==> config.mk <==
export PLATFORM = sky130hd
export DESIGN_NAME = scl_console
export DESIGN_NICKNAME = d
export VERILOG_FILES = /design/src/inc/scl_pkg.sv /design/src/verilog/scl_console.sv
export SDC_FILE = /design/constraint.sdc
export NUM_CORES = 1
export LEC_CHECK = 0
export BUFFER_PORTS_ARGS = -buffer_cell sky130_fd_sc_hd__buf_2
export CORE_UTILIZATION = 40
export CTS_BUF_LIST = sky130_fd_sc_hd__clkbuf_4 sky130_fd_sc_hd__clkbuf_8 sky130_fd_sc_hd__clkbuf_16
export DETAILED_ROUTE_END_ITERATION = 16
export HOLD_SLACK_MARGIN = 0.15
export PLACE_DENSITY = 0.63
export SLEW_MARGIN = 20
export SYNTH_ARGS = -nofsm -noshare
export SYNTH_HDL_FRONTEND = slang
export SYNTH_SLANG_ARGS = --single-unit
==> constraint.sdc <==
create_clock -name pclk -period 10.3 [get_ports pclk]
set_input_delay 2.06 -clock pclk [delete_from_list [all_inputs] [get_ports pclk]]
set_output_delay 2.06 -clock pclk [all_outputs]
set_load 0.01 [all_outputs]
==> src/inc/scl_pkg.sv <==
// Constants and types shared by the serial console front end
package scl_pkg;
  localparam longint unsigned CLK_HZ = 10_000_000;
  localparam longint unsigned BAUD_DEF = 9600;
  localparam logic [15:0] BAUD_DIV_RST = 16'(CLK_HZ / BAUD_DEF);
  localparam logic [15:0] BAUD_DIV_MIN = 16'h0004;
  // Time between readings, in milliseconds
  localparam longint unsigned T_SLOW_MS = 400;
  localparam longint unsigned T_MED_MS = 50;
  localparam longint unsigned T_FAST_MS = 10;
  localparam longint unsigned T_FREQ_MS = 250;
  localparam int RD_SLOW_CYC = int'(T_SLOW_MS * CLK_HZ / 1000);
  localparam int RD_MED_CYC = int'(T_MED_MS * CLK_HZ / 1000);
  localparam int RD_FAST_CYC = int'(T_FAST_MS * CLK_HZ / 1000);
  localparam int RD_FREQ_CYC = int'(T_FREQ_MS * CLK_HZ / 1000);
  localparam int LINE_DEPTH = 50;
  localparam int FRAME_W = 12;
  // Register byte addresses
  localparam logic [7:0] A_CTRL = 8'h00;
  localparam logic [7:0] A_BAUD = 8'h04;
  localparam logic [7:0] A_STAT = 8'h08;
  localparam logic [7:0] A_IDX = 8'h0c;
  localparam logic [7:0] A_LDATA = 8'h10;
  localparam logic [7:0] A_RESP = 8'h14;
  localparam logic [7:0] A_DONE = 8'h18;
  // Status bit positions
  localparam int ST_READY = 0;
  localparam int ST_ERR = 1;
  localparam int ST_CLR = 2;
  localparam int ST_PRINT = 3;
  localparam int ST_TXFULL = 4;
  localparam int ST_PBUSY = 5;
  localparam int ST_TWO = 6;
  localparam int ST_LEN = 8;
  localparam int RESP_EOL = 8;
  // Characters
  localparam logic [7:0] CH_CR = 8'h0d;
  localparam logic [7:0] CH_LF = 8'h0a;
  localparam logic [7:0] CH_BS = 8'h08;
  localparam logic [7:0] CH_ETX = 8'h03;
  localparam logic [7:0] CH_GT = 8'h3e;
  localparam logic [7:0] CH_OK = 8'h3d;
  localparam logic [7:0] CH_CERR = 8'h3f;
  localparam logic [7:0] CH_XERR_DEF = 8'h21;
  localparam logic [1:0] PAR_NONE = 2'h0;
  localparam logic [1:0] PAR_ODD = 2'h1;
  localparam logic [1:0] MR_SLOW = 2'h0;
  localparam logic [1:0] MR_MED = 2'h1;
  localparam logic [1:0] FC_FREQ = 2'h1;
  localparam logic [1:0] FC_DIODE = 2'h2;
  localparam logic [1:0] RES_OK = 2'h0;
  localparam logic [1:0] RES_CERR = 2'h1;
  typedef struct packed {
    logic dual;
    logic [1:0] fclass;
    logic [1:0] mrate;
    logic [3:0] prate;
    logic [1:0] parity;
    logic data8;
    logic echo;
  } scl_cfg_t;
  localparam scl_cfg_t CFG_RST = '{dual: 1'b0, fclass: 2'h0, mrate: MR_SLOW,
    prate: 4'h0, parity: PAR_NONE, data8: 1'b1, echo: 1'b0};
endpackage : scl_pkg

==> src/verilog/scl_console.sv <==
// Serial console front end: UART, line editor, prompts, print-only pacing
//
// Contract
// [RULE1] Reset config: 9600 baud, 8 data bits, one stop, no parity, echo off.
// [RULE2] Word length selectable as 7 or 8 data bits; host must match.
// [RULE3] Link settings change only by panel writes, never by serial input.
// [RULE4] With echo on, echo every received character and prompt after commands. Characters with a parity or framing error are not echoed.
// [RULE5] With echo off, no echo and no command prompts.
// [RULE6] Backspace removes the last buffered character of the pending line.
// [RULE7] Backspace itself is echoed only when echo is on.
// [RULE8] Control-C clears the device and sends success prompt plus CR LF.
// [RULE9] Prompt follows command execution and any response text.
// [RULE10] Successful command gets the success prompt.
// [RULE11] Command not understood gets the command-error prompt.
// [RULE12] Command understood but not executable gets execution-error prompt.
// [RULE13] Execution-error prompt is configurable char plus greater-than sign.
// [RULE14] Print-only mode prints every N-th completed reading.
// [RULE15] N follows 1-2-5 steps from 1 up to 50000.
// [RULE16] Print rate zero disables print-only output; it is the default.
// [RULE17] Print line holds one or two measurements, following dual display.
// [RULE18] Readings come at 2.5, 20 or 100 per second by rate.
// [RULE19] Frequency uses four readings per second; diode and continuity fast.
// [RULE20] Commands stay accepted while print-only output runs.
// [RULE21] Received characters held in a fifty byte line buffer.
// [RULE22] Line ends on CR, LF or CR LF.
// [RULE23] Parity or framing error flags an error and discards the line.
// [RULE24] Response lines end with CR LF.
`timescale 1ns/1ps
module scl_console #(
  parameter int RD_SLOW_CYC = scl_pkg::RD_SLOW_CYC,
  parameter int RD_MED_CYC = scl_pkg::RD_MED_CYC,
  parameter int RD_FAST_CYC = scl_pkg::RD_FAST_CYC,
  parameter int RD_FREQ_CYC = scl_pkg::RD_FREQ_CYC,
  parameter logic [7:0] CH_XERR = scl_pkg::CH_XERR_DEF
) (
  input wire logic pclk,
  input wire logic presetn,
  input wire logic pclk_en,
  input wire logic psel,
  input wire logic penable,
  input wire logic pwrite,
  input wire logic [7:0] paddr,
  input wire logic [31:0] pwdata,
  output logic [31:0] prdata,
  output logic pready,
  output logic pslverr,
  input wire logic rxd,
  output logic txd,
  input wire logic reading_done,
  output logic reading_tick,
  output logic print_pulse,
  output logic dev_clear
);

  ////////////////////////////////////////////////////////////////////////
  // Elaboration checks

  if (CH_XERR == scl_pkg::CH_OK || CH_XERR == scl_pkg::CH_CERR) begin : g_bad_xerr
    $error("execution error prompt char must differ from the others");
  end
  if (RD_FAST_CYC < 2 || RD_MED_CYC < 2 || RD_SLOW_CYC < 2 || RD_FREQ_CYC < 2) begin : g_bad_cad
    $error("reading cadence counts must be at least two");
  end

  ////////////////////////////////////////////////////////////////////////
  // Declarations

  typedef enum {RX_IDLE, RX_RUN} scl_rx_t;
  scl_rx_t rx_st;
  scl_pkg::scl_cfg_t cfg;
  logic [15:0] baud_div;
  logic [7:0] line_buf [scl_pkg::LINE_DEPTH];
  logic [5:0] len, rd_idx;
  logic ready, err, clr_flag, print_flag, two, last_cr;
  logic rx_s1, rx_s2, rx_done;
  logic [15:0] rx_cnt, tx_cnt;
  logic [3:0] rx_idx, tx_left;
  logic [scl_pkg::FRAME_W-1:0] rx_frame, tx_sh;
  logic tx_busy, echo_pend, resp_pend, resp_eol, eol_pend, prompt_pend, seq_act;
  logic [7:0] echo_ch, resp_ch, pchar;
  logic [1:0] step;
  logic [31:0] cad_cnt, cad_len;
  logic [16:0] prn_cnt, prn_n;
  logic [31:0] rd_val, stat;
  logic prn_on, prn_hit;

  ////////////////////////////////////////////////////////////////////////
  // APB decode

  wire setup = psel && !penable;
  wire acc = psel && penable && pclk_en;
  wire wr = acc && pwrite;
  wire hit_ctrl = paddr == scl_pkg::A_CTRL;
  wire hit_baud = paddr == scl_pkg::A_BAUD;
  wire hit_stat = paddr == scl_pkg::A_STAT;
  wire hit_idx = paddr == scl_pkg::A_IDX;
  wire hit_ldata = paddr == scl_pkg::A_LDATA;
  wire hit_resp = paddr == scl_pkg::A_RESP;
  wire hit_done = paddr == scl_pkg::A_DONE;
  wire mapped = hit_ctrl | hit_baud | hit_stat | hit_idx | hit_ldata | hit_resp | hit_done;
  wire wr_ctrl = wr && hit_ctrl;
  wire wr_baud = wr && hit_baud && pwdata[15:0] >= scl_pkg::BAUD_DIV_MIN;
  wire wr_stat = wr && hit_stat;
  wire wr_resp = wr && hit_resp;
  wire wr_done = wr && hit_done;
  wire [1:0] result = pwdata[1:0];

  assign pready = pclk_en;
  assign pslverr = psel && penable && !mapped;

  always_comb begin
    stat = '0;
    stat[scl_pkg::ST_READY] = ready;
    stat[scl_pkg::ST_ERR] = err;
    stat[scl_pkg::ST_CLR] = clr_flag;
    stat[scl_pkg::ST_PRINT] = print_flag;
    stat[scl_pkg::ST_TXFULL] = resp_pend;
    stat[scl_pkg::ST_PBUSY] = prompt_pend | seq_act | eol_pend;
    stat[scl_pkg::ST_TWO] = two;
    stat[scl_pkg::ST_LEN +: 6] = len;
  end

  assign rd_val = hit_ctrl ? 32'(cfg) :
                  hit_baud ? {16'h0000, baud_div} :
                  hit_stat ? stat :
                  hit_idx ? {26'h0, rd_idx} :
                  hit_ldata && rd_idx < 6'(scl_pkg::LINE_DEPTH) ? {24'h0, line_buf[rd_idx]} :
                  32'h0000_0000;

  // Read data is caught in the setup cycle so the access phase needs no wait
  always_ff @(posedge pclk or negedge presetn) begin
    if (!presetn) begin
      prdata <= '0;
    end else if (pclk_en && setup) begin
      prdata <= rd_val;
    end
  end

  // Only the bus writes these; nothing on the serial path reaches them
  always_ff @(posedge pclk or negedge presetn) begin
    if (!presetn) begin
      cfg <= scl_pkg::CFG_RST; // RULE1 RULE16
      baud_div <= scl_pkg::BAUD_DIV_RST; // RULE1
      rd_idx <= '0;
    end else if (pclk_en) begin
      if (wr_ctrl) cfg <= scl_pkg::scl_cfg_t'(pwdata[12:0]); // RULE3
      if (wr_baud) baud_div <= pwdata[15:0]; // RULE3
      if (wr && hit_idx) rd_idx <= pwdata[5:0];
    end
  end

  ////////////////////////////////////////////////////////////////////////
  // Frame geometry

  wire [3:0] n_data = cfg.data8 ? 4'd8 : 4'd7; // RULE2
  wire has_par = cfg.parity != scl_pkg::PAR_NONE;
  wire [3:0] n_bits = 4'd2 + n_data + {3'b000, has_par};

  function automatic logic par_of(input logic [7:0] d, input logic [1:0] p, input logic w8);
    logic x;
    x = w8 ? ^d : ^d[6:0];
    return (p == scl_pkg::PAR_ODD) ? ~x : x;
  endfunction : par_of

  ////////////////////////////////////////////////////////////////////////
  // Receiver

  always_ff @(posedge pclk or negedge presetn) begin
    if (!presetn) begin
      rx_s1 <= 1'b1;
      rx_s2 <= 1'b1;
    end else if (pclk_en) begin
      rx_s1 <= rxd;
      rx_s2 <= rx_s1;
    end
  end

  wire rx_tick = rx_st == RX_RUN && rx_cnt == '0;
  wire rx_last = rx_tick && rx_idx == n_bits - 4'd1;

  always_ff @(posedge pclk or negedge presetn) begin
    if (!presetn) begin
      rx_st <= RX_IDLE;
      rx_cnt <= '0;
      rx_idx <= '0;
      rx_frame <= '0;
      rx_done <= 1'b0;
    end else if (pclk_en) begin
      rx_done <= rx_last;
      case (rx_st)
        RX_IDLE: begin
          if (!rx_s2) begin
            rx_st <= RX_RUN;
            rx_cnt <= baud_div >> 1;
            rx_idx <= '0;
          end
        end
        RX_RUN: begin
          if (rx_tick) begin
            rx_frame[rx_idx] <= rx_s2;
            rx_cnt <= baud_div - 16'd1;
            rx_idx <= rx_idx + 4'd1;
            if (rx_last || (rx_idx == '0 && rx_s2)) rx_st <= RX_IDLE;
          end else begin
            rx_cnt <= rx_cnt - 16'd1;
          end
        end
        default: rx_st <= RX_IDLE;
      endcase
    end
  end

  wire [7:0] rx_ch = cfg.data8 ? rx_frame[8:1] : {1'b0, rx_frame[7:1]};
  wire par_bad = has_par && rx_frame[n_data + 4'd1] != par_of(rx_ch, cfg.parity, cfg.data8);
  wire frm_bad = !rx_frame[n_bits - 4'd1];
  wire got = rx_done && pclk_en;
  wire got_bad = got && (par_bad || frm_bad);
  wire got_ok = got && !par_bad && !frm_bad;
  wire is_etx = rx_ch == scl_pkg::CH_ETX;
  wire is_bs = rx_ch == scl_pkg::CH_BS;
  wire is_cr = rx_ch == scl_pkg::CH_CR;
  wire is_lf = rx_ch == scl_pkg::CH_LF;
  wire swallow_lf = got_ok && is_lf && last_cr;
  wire busy_line = got_ok && !is_etx && !swallow_lf && ready;
  wire full_line = got_ok && !is_etx && !is_bs && !is_cr && !is_lf && !ready
                   && len == 6'(scl_pkg::LINE_DEPTH);
  wire store = got_ok && !is_etx && !is_bs && !is_cr && !is_lf && !ready && !full_line;
  wire term = got_ok && !ready && (is_cr || (is_lf && !last_cr));
  wire set_err = got_bad || busy_line || full_line;

  ////////////////////////////////////////////////////////////////////////
  // Line buffer and editing

  for (genvar i = 0; i < scl_pkg::LINE_DEPTH; i++) begin : g_line
    always_ff @(posedge pclk or negedge presetn) begin
      if (!presetn) begin
        line_buf[i] <= '0;
      end else if (store && len == 6'(i)) begin
        line_buf[i] <= rx_ch; // RULE21
      end
    end
  end

  always_ff @(posedge pclk or negedge presetn) begin
    if (!presetn) begin
      len <= '0;
      ready <= 1'b0;
      last_cr <= 1'b0;
    end else if (pclk_en) begin
      if (got) last_cr <= got_ok && is_cr;
      if (got_ok && is_etx) begin
        len <= '0; // RULE8
        ready <= 1'b0;
      end else if (got_bad || full_line) begin
        if (!ready) len <= '0; // RULE23
      end else if (wr_done) begin
        len <= '0;
        ready <= 1'b0;
      end else if (term) begin
        ready <= 1'b1; // RULE22
      end else if (got_ok && is_bs && !ready && len != '0) begin
        len <= len - 6'd1; // RULE6
      end else if (store) begin
        len <= len + 6'd1; // RULE21
      end
    end
  end

  // Sticky flags: a new event in the clearing cycle wins
  always_ff @(posedge pclk or negedge presetn) begin
    if (!presetn) begin
      err <= 1'b0;
      clr_flag <= 1'b0;
      print_flag <= 1'b0;
      dev_clear <= 1'b0;
    end else if (pclk_en) begin
      err <= (err && !(wr_stat && pwdata[scl_pkg::ST_ERR])) || set_err; // RULE23
      clr_flag <= (clr_flag && !(wr_stat && pwdata[scl_pkg::ST_CLR])) || (got_ok && is_etx);
      print_flag <= (print_flag && !(wr_stat && pwdata[scl_pkg::ST_PRINT])) || prn_hit;
      dev_clear <= got_ok && is_etx; // RULE8
    end
  end

  ////////////////////////////////////////////////////////////////////////
  // Transmit arbitration: echo, then prompt or CR LF tail, then response

  wire src_echo = echo_pend;
  wire src_seq = !echo_pend && seq_act;
  wire src_resp = !echo_pend && !seq_act && resp_pend;
  wire tx_go = pclk_en && !tx_busy && (src_echo || src_seq || src_resp);
  wire seq_launch = pclk_en && !seq_act && !resp_pend && (eol_pend || prompt_pend);
  wire [7:0] seq_ch = step == 2'd0 ? pchar :
                      step == 2'd1 ? scl_pkg::CH_GT :
                      step == 2'd2 ? scl_pkg::CH_CR : scl_pkg::CH_LF;
  wire [7:0] tx_ch = src_echo ? echo_ch : src_seq ? seq_ch : resp_ch;
  wire [7:0] res_ch = result == scl_pkg::RES_OK ? scl_pkg::CH_OK :
                      result == scl_pkg::RES_CERR ? scl_pkg::CH_CERR : CH_XERR;

  always_ff @(posedge pclk or negedge presetn) begin
    if (!presetn) begin
      echo_pend <= 1'b0;
      echo_ch <= '0;
    end else if (pclk_en) begin
      if (got_ok && cfg.echo) begin
        echo_pend <= 1'b1; // RULE4 RULE7 RULE20
        echo_ch <= rx_ch;
      end else if (tx_go && src_echo) begin
        echo_pend <= 1'b0; // RULE5
      end
    end
  end

  always_ff @(posedge pclk or negedge presetn) begin
    if (!presetn) begin
      resp_pend <= 1'b0;
      resp_eol <= 1'b0;
      resp_ch <= '0;
      eol_pend <= 1'b0;
      prompt_pend <= 1'b0;
      pchar <= scl_pkg::CH_OK;
      seq_act <= 1'b0;
      step <= '0;
    end else if (pclk_en) begin
      if (wr_resp && !resp_pend) begin
        resp_pend <= 1'b1;
        resp_ch <= pwdata[7:0];
        resp_eol <= pwdata[scl_pkg::RESP_EOL];
      end else if (tx_go && src_resp) begin
        resp_pend <= 1'b0;
        if (resp_eol) eol_pend <= 1'b1; // RULE24
      end
      if (got_ok && is_etx) begin
        prompt_pend <= 1'b1; // RULE8
        pchar <= scl_pkg::CH_OK;
      end else if (wr_done && cfg.echo) begin
        prompt_pend <= 1'b1; // RULE9 RULE4
        pchar <= res_ch; // RULE10 RULE11 RULE12 RULE13
      end
      if (seq_launch) begin
        seq_act <= 1'b1;
        if (eol_pend) begin
          step <= 2'd2; // RULE24
          eol_pend <= 1'b0;
        end else begin
          step <= 2'd0; // RULE9
          if (!(got_ok && is_etx) && !(wr_done && cfg.echo)) prompt_pend <= 1'b0;
        end
      end else if (tx_go && src_seq) begin
        if (step == 2'd3) seq_act <= 1'b0;
        step <= step + 2'd1;
      end
    end
  end

  ////////////////////////////////////////////////////////////////////////
  // Transmitter

  function automatic logic [scl_pkg::FRAME_W-1:0] frame_of(input logic [7:0] d);
    logic [scl_pkg::FRAME_W-1:0] f;
    f = '1;
    f[0] = 1'b0;
    for (int b = 0; b < 8; b++) begin
      if (b < int'(n_data)) f[b + 1] = d[b];
    end
    if (has_par) f[n_data + 4'd1] = par_of(d, cfg.parity, cfg.data8);
    return f;
  endfunction : frame_of

  always_ff @(posedge pclk or negedge presetn) begin
    if (!presetn) begin
      tx_busy <= 1'b0;
      tx_sh <= '1;
      tx_left <= '0;
      tx_cnt <= '0;
    end else if (pclk_en) begin
      if (tx_go) begin
        tx_busy <= 1'b1;
        tx_sh <= frame_of(tx_ch); // RULE2
        tx_left <= n_bits;
        tx_cnt <= baud_div - 16'd1;
      end else if (tx_busy) begin
        if (tx_cnt == '0) begin
          tx_sh <= {1'b1, tx_sh[scl_pkg::FRAME_W-1:1]};
          tx_left <= tx_left - 4'd1;
          tx_cnt <= baud_div - 16'd1;
          if (tx_left == 4'd1) tx_busy <= 1'b0;
        end else begin
          tx_cnt <= tx_cnt - 16'd1;
        end
      end
    end
  end

  assign txd = tx_sh[0];

  ////////////////////////////////////////////////////////////////////////
  // Reading cadence and print-only pacing

  assign cad_len = cfg.fclass == scl_pkg::FC_FREQ ? 32'(RD_FREQ_CYC) : // RULE19
                   cfg.fclass == scl_pkg::FC_DIODE ? 32'(RD_FAST_CYC) :
                   cfg.mrate == scl_pkg::MR_SLOW ? 32'(RD_SLOW_CYC) : // RULE18
                   cfg.mrate == scl_pkg::MR_MED ? 32'(RD_MED_CYC) : 32'(RD_FAST_CYC);

  always_ff @(posedge pclk or negedge presetn) begin
    if (!presetn) begin
      cad_cnt <= '0;
      reading_tick <= 1'b0;
    end else if (pclk_en) begin
      reading_tick <= cad_cnt >= cad_len - 32'd1;
      cad_cnt <= (cad_cnt >= cad_len - 32'd1) ? '0 : cad_cnt + 32'd1; // RULE18
    end
  end

  always_comb begin
    case (cfg.prate) // RULE15
      4'h1: prn_n = 17'd1;
      4'h2: prn_n = 17'd2;
      4'h3: prn_n = 17'd5;
      4'h4: prn_n = 17'd10;
      4'h5: prn_n = 17'd20;
      4'h6: prn_n = 17'd50;
      4'h7: prn_n = 17'd100;
      4'h8: prn_n = 17'd200;
      4'h9: prn_n = 17'd500;
      4'ha: prn_n = 17'd1000;
      4'hb: prn_n = 17'd2000;
      4'hc: prn_n = 17'd5000;
      4'hd: prn_n = 17'd10000;
      4'he: prn_n = 17'd20000;
      4'hf: prn_n = 17'd50000;
      default: prn_n = 17'd0;
    endcase
  end

  assign prn_on = cfg.prate != 4'h0; // RULE16
  assign prn_hit = pclk_en && reading_done && prn_on && prn_cnt + 17'd1 >= prn_n;

  always_ff @(posedge pclk or negedge presetn) begin
    if (!presetn) begin
      prn_cnt <= '0;
      print_pulse <= 1'b0;
      two <= 1'b0;
    end else if (pclk_en) begin
      print_pulse <= prn_hit; // RULE14
      if (!prn_on || prn_hit) prn_cnt <= '0;
      else if (reading_done) prn_cnt <= prn_cnt + 17'd1;
      if (prn_hit) two <= cfg.dual; // RULE17
    end
  end
endmodule : scl_console

Yosys cells after proc, flatten, opt, wreduce, memory -nomap -nowiden. Memories as Yosys holds them, arrays and structs flattened. Cells that the tools add are included.

$add $sub $neg: 15. $mul: 0. Divide/modulo/power cells: 0. Order comparisons: 18. Eq/ne operators: 79. Shifts and indexed selects: 0. Mux-type cells: 119. Bitwise operators: 11. Reductions and logical operators: 200.

Operators with widths (number): 32-bit two-way mux (4); 1-bit logical AND (117); 6-bit equality test, second input constant (19); 16-bit two-way mux (7); 6-bit by 5-bit equality test with 1-bit output, second input constant (16); 8-bit two-way mux (10); 22-bit two-way mux (3); 32-bit one-hot mux with 2 select lines (1); 1-bit two-way mux (57); 8-bit binary-select mux with 6-bit select (1); 6-bit by 4-bit equality test with 1-bit output, second input constant (8); 12-bit two-way mux (4); 6-bit two-way mux (8); 16-bit by 1-bit subtractor with 16-bit output, second input constant (3); 8-bit by 4-bit equality test with 1-bit output, second input constant (5); 17-bit two-way mux (2); 32-bit by 1-bit adder with 32-bit output, second input constant (1); 32-bit by 1-bit equality test with 1-bit output, second input constant (1); 32-bit by 2-bit equality test with 1-bit output, second input constant (1); 32-bit >= comparator (1); 16-bit logical NOT (2); 32-bit logical NOT (1); 16-bit one-hot mux with 2 select lines (1); 2-bit AND reduction (13); 60 further kinds (156).

Register bits after elaboration: 663. Latch bits: 0. RAM bits: 0. Memory bits (read-only): 256. Input port bits: 48. Output and inout bits: 38. Logic and storage cells: 536. Memories kept: 1.

Memories: (name not given) (words 16, width 16, read ports 1, clocked after Yosys merged registers in 0, wr ports 0, line scl_console.sv:415) `case (cfg.prate)`.

Depth between registers and ports, before layout.
Word-level depth: 24. Gate-level depth with buffers: 17. Gate-level depth less buffers: 16.

Worst setup path before layout. No wires, ideal clock.

Kind: input port to output port. Start point: input port paddr[3]. End point: output port pslverr. Data arrival time: 3.093 ns. Data required time: 8.240 ns. Slack: 5.147 ns. Stages: 4. Buffers on the path: 2. Cells stage by stage: clkbuf_1 > clkbuf_1 > nand3_1 > a21oi_1.

Cells in the longest elaborated chain, start to end: 9. Elaborated cells between the ends (all ways): 15. Those cells by class: 6 x eq/ne; 6 x bitwise; 3 x reduce/logical.

Ends and longest elaborated chain: start, declared (line scl_console.sv:42) `input wire logic [7:0] paddr,`; 8-bit by 3-bit equality test with 1-bit output or 8-bit logical NOT (tied branches) (line scl_console.sv:94, scl_console.sv:93); 1-bit bitwise OR (5 in series) (line scl_console.sv:100) `wire mapped = hit_ctrl | hit_baud | hit_stat | hit_idx | hit_ldata | hit_resp | hit_done;`; 1-bit bitwise OR (*) (line scl_console.sv:100); 1-bit logical NOT (*) (line scl_console.sv:109) `assign pslverr = psel && penable && !mapped;`; 1-bit logical AND (*) (line scl_console.sv:109); end, declared (line scl_console.sv:46) `output logic pslverr,`.

Every way passes the cells marked *; elsewhere a longest branch is shown, timed or not.

Worst setup path in the final report.
Start point: register cfg[1] (netlist name). End point: register line_buf[184] (netlist name).

Cells in the longest elaborated chain, start to end: 19. Elaborated cells between the ends (all ways): 36. Those cells by class: 4 x add/sub; 5 x eq/ne; 8 x mux; 1 x bitwise; 18 x reduce/logical.

Ends and longest elaborated chain: start, declared (line scl_console.sv:70) `scl_pkg::scl_cfg_t cfg;`; start signal, assigned (line scl_console.sv:142) `cfg <= scl_pkg::CFG_RST;`; start signal, assigned (line scl_console.sv:146) `if (wr_ctrl) cfg <= scl_pkg::scl_cfg_t'(pwdata[12:0]);`; branches (longest 13 deep; another with 2-bit by 4-bit adder with 4-bit output); 1-bit logical AND (*) (2 in series) (line scl_console.sv:225, scl_console.sv:227); 1-bit logical AND (line scl_console.sv:226) `&& len == 6'(scl_pkg::LINE_DEPTH);`; 1-bit logical NOT (line scl_console.sv:227) `wire store = got_ok && !is_etx && !is_bs && !is_cr && !is_lf && !ready && !full_line;`; 1-bit logical AND (*) (line scl_console.sv:227); 1-bit logical AND (*) (line scl_console.sv:238) `end else if (store && len == 6'(i)) begin`; end signal, assigned by index (line scl_console.sv:239) `line_buf[i] <= rx_ch;`; end, declared (line scl_console.sv:72) `logic [7:0] line_buf [scl_pkg::LINE_DEPTH];`.

Mark *: on every way between the ends. The select of a mux whose other input is x is not followed. A chain may end at the register's enable or synchronous reset.

==> metrics.txt <==
status finished, final reports clean; 1st-pass router iterations 5; power share of the combinational group 0.060; WL final 80.1 mm; crit path kind reg2reg; CP max-delay cell nand3_1; row cnt 103; die area 0.0809 mm2; Clock Sink Count 607; Final Setup Violations 0; CTS root buf clkbuf_16; Starting Density 0.404; WP data arrival 6.11 ns; Layout area overhead 11.1%; Diodes inserted 0; Sw Ratio 0.236; crit path cell chain and2_1 > buf_4 > inv_1 > ha_1 > xnor2_1 > mux2i_1 > xnor2_1 > mux2_4 > a211oi_4 > nand3_1 > nor2_2 > mux2_2; ys flop type dfrtp_1; f_max 178 MHz; total CTS buffers 67; CTS clk-pin slew, worst paths 0.06 ns; Avg Inst Size Synth 11.9 um2; via count 21600; # DRC 0; RSZ-0062 raised after global routing false; Die Wd 284 um; EDFF count, synth 0; GRT Total Usage 0.200; grt ovf 0; Ports 86; Setup crit end kind flop; drt initial violations 1529; YS warnings 0; Crit path required time 10.78 ns; PwrDens 151 mW/mm2; fin crit period 5.63 ns; Wirelength per Cell 21.1 um; Mapped Cells 2679; H-tree levels 3; Leak 17.0 nW; NetSw 1.26 mW; largest net degree at the start of global routing 167; GPL Wtd Cong 0.894; clock latency on the worst-skew pair 0.62 ns; Post-CTS Resized 0; period utilization 0.546; final hold vios 0; Core ar. 0.0790 mm2; Die Y-Extent 284 um; Setup TNS 0 ns; worst hold path type reg2reg; Netlist Area Pre-Place 0.0319 mm2; Slew Limit Fails 0; slew margin rel. 0.299; Area after DPL 0.0331 mm2; skew final 0.0181 ns; Synth Register Bits 607; max incr delay on CP 0.85 ns; clock power share 0.470; Worst-Margin Slew 1.05 ns; post-DP HPWL 53.8 mm; maximum clock path buffer count 3; share of post-route cells with drive strength above 1 0.297; NumNets Final 2823; Distinct cells, synth 85; Synth async-reset ratio 1.00; postcts setup bufs 0; Max rail drop VDD 0.111 mV; CP most frequent cell xnor2_1; port buffer count 53; initial antenna violation count 2; crit path launch type flop; number of global-route vias before repair 22100; first-pass GRT wire length 128 mm; hold_buf cts 0; Pint 4.09 mW; register share of total power 0.470; register area share after synthesis 0.477; vias per std cell 5.69; fin area 0.0355 mm2; maxcap violations 0; Worst Path Max Fanout 46; CTS tree done; Final ANT Viol Nets 0
[cell usage in the layout (no fill, tap or decap), types with 15 or more instances in the layout]
| cell | n |
|---|---|
| o21ai_0 | 153 |
| or3_1 | 15 |
| clkbuf_16 | 69 |
| conb_1 | 28 |
| mux4_2 | 104 |
| xor2_1 | 33 |
| dfrtp_1 | 587 |
| inv_1 | 60 |
| buf_2 | 52 |
| buf_4 | 26 |
| a21oi_1 | 105 |
| xnor2_1 | 36 |
| nand2_1 | 231 |
| o211ai_1 | 16 |
| nor2_1 | 149 |
| nand3_1 | 56 |
| and3_1 | 21 |
| nand4_1 | 30 |
| a211oi_1 | 16 |
| ha_1 | 81 |
| dfstp_2 | 17 |
| nor3_1 | 39 |
| a21o_1 | 26 |
| nor2_8 | 30 |
| mux2i_1 | 58 |
| mux2_2 | 421 |
[power groups by stage]
stage	clock network (mW)	logic (mW)	registers (mW)
6_report	2.52	0.321	2.52
5_1_grt	2.66	0.366	2.52
4_1_cts	2.57	0.323	2.52
3_5_place_dp	0	0.321	2.56
3_3_place_gp	0	0.308	2.55
2_1_floorplan	0	0.210	2.54
[synthesized netlist by cell type, types with 5 or more instances]
library cell / n / area [um2]
o21a_1: 7 / 52.6
a21oi_1: 105 / 526
or2_2: 9 / 56.3
buf_4: 21 / 158
and3_1: 21 / 131
a31oi_1: 7 / 43.8
dfstp_2: 17 / 447
nand2b_1: 8 / 50.1
o22ai_1: 9 / 56.3
mux2_2: 421 / 4740
nor3_1: 40 / 200
xor2_1: 33 / 289
a221oi_1: 5 / 43.8
clkbuf_1: 115 / 432
o211ai_1: 16 / 120
nor2b_1: 13 / 81.3
nand2_1: 231 / 867
buf_1: 11 / 41.3
ha_1: 81 / 1010
o31ai_1: 12 / 90.1
a22o_1: 13 / 114
nor2_2: 13 / 81.3
or3_1: 15 / 93.8
mux4_2: 104 / 2340
nand3_1: 58 / 290
nor2_1: 150 / 563
buf_2: 10 / 50.1
nor3b_1: 8 / 60.1
nor4_1: 13 / 81.3
nand4_1: 30 / 188
xnor2_1: 36 / 315
and4_1: 5 / 43.8
nor2_8: 30 / 601
a21o_1: 26 / 195
mux2i_1: 58 / 581
inv_1: 60 / 225
a211oi_1: 16 / 120
dfrtp_1: 590 / 14800
and2_1: 10 / 62.6
o21ai_0: 153 / 766
a22oi_1: 11 / 82.6
[cell type report]
cell class                      count  area, um2
Sequential cell                   607      15200
Multi-Input combinational cell   1874      15900
Fill cell                        7085      43500
Timing Repair Buffer               81        510
Clock inverter                     21        320
Tap cell                         1050       1310
Clock buffer                       95       2000
Inverter                           63        236
[path summary, 6_finish.rpt]
kind	slack [ns]	cells after the start	end	from
setup / recovery	4.67	12	line_buf[184]$_DFFE_PN0P_	cfg[1]$_DFFE_PN1P_
hold / removal	0.45	2	tx_sh[0]$_DFFE_PN1P_	tx_sh[0]$_DFFE_PN1P_
setup reg to reg	4.67	12	line_buf[184]$_DFFE_PN0P_	cfg[1]$_DFFE_PN1P_
hold reg to reg	0.45	2	tx_sh[0]$_DFFE_PN1P_	tx_sh[0]$_DFFE_PN1P_
max in group asynchronous	6.85	3	two$_DFFE_PN0P_	presetn
min in group asynchronous	1.52	1	prn_cnt[2]$_DFFE_PN0P_	presetn
[stage by stage]
step	util	hold slack [ns]	setup WS [ns]	power, mW	cells
finish	0.449	0.455	4.67	5.35	3791
global route	0.449	0.471	4.42	5.55	3791
CTS	0.449	0.462	4.68	5.41	3791
detailed placement	0.419	0.453	4.45	2.88	3675
global placement	0.419	0.448	4.62	2.86	3675
floorplan	-	0.435	5.15	2.75	2705
[layer usage]
metal | vias up | track usage | wire, um
met5 | - | 0 | 0
met4 | 0 | 0.0585 | 2280
met3 | 154 | 0.0315 | 3710
met2 | 564 | 0.327 | 38500
met1 | 11100 | 0.273 | 35600
li1 | 9752 | - | -
[kinds of logic after synthesis]
logic type / count (synthesis) / synth area share
xor gates and xnor gates: 71 / 0.0204
DFF: 607 / 0.477
buffers and inverters: 224 / 0.0300
AOI/OAI and AO/OA: 432 / 0.0838
adders and majority gates: 81 / 0.0318
and+or+nand+nor: 675 / 0.115
other: 2 / 0.000235
muxes: 587 / 0.242
[sequential cells by signal, indices dropped and copies added (netlist names), 4 cells and up]
| signal | cells |
|---|---|
| line_buf | 400 |
| cad_cnt | 32 |
| prn_cnt | 17 |
| baud_div | 16 |
| prdata | 16 |
| rx_cnt | 16 |
| tx_cnt | 16 |
| cfg | 13 |
| rx_frame | 11 |
| tx_sh | 10 |
| echo_ch | 8 |
| resp_ch | 8 |
| len | 6 |
| rd_idx | 6 |
| rx_idx | 4 |
| tx_left | 4 |
[critical path: cells and delay by family, from the launching register on]
kind / cells / cell delay [ns]
AOI/OAI and AO/OA: 1 / 0.43
muxes: 3 / 0.92
xor gates and xnor gates: 2 / 0.68
DFF: 1 / 0.61
buffers and inverters: 2 / 0.74
and+or+nand+nor: 3 / 1.76
adders and majority gates: 1 / 0.35
Note: power is estimated with default switching activity, not from simulation.
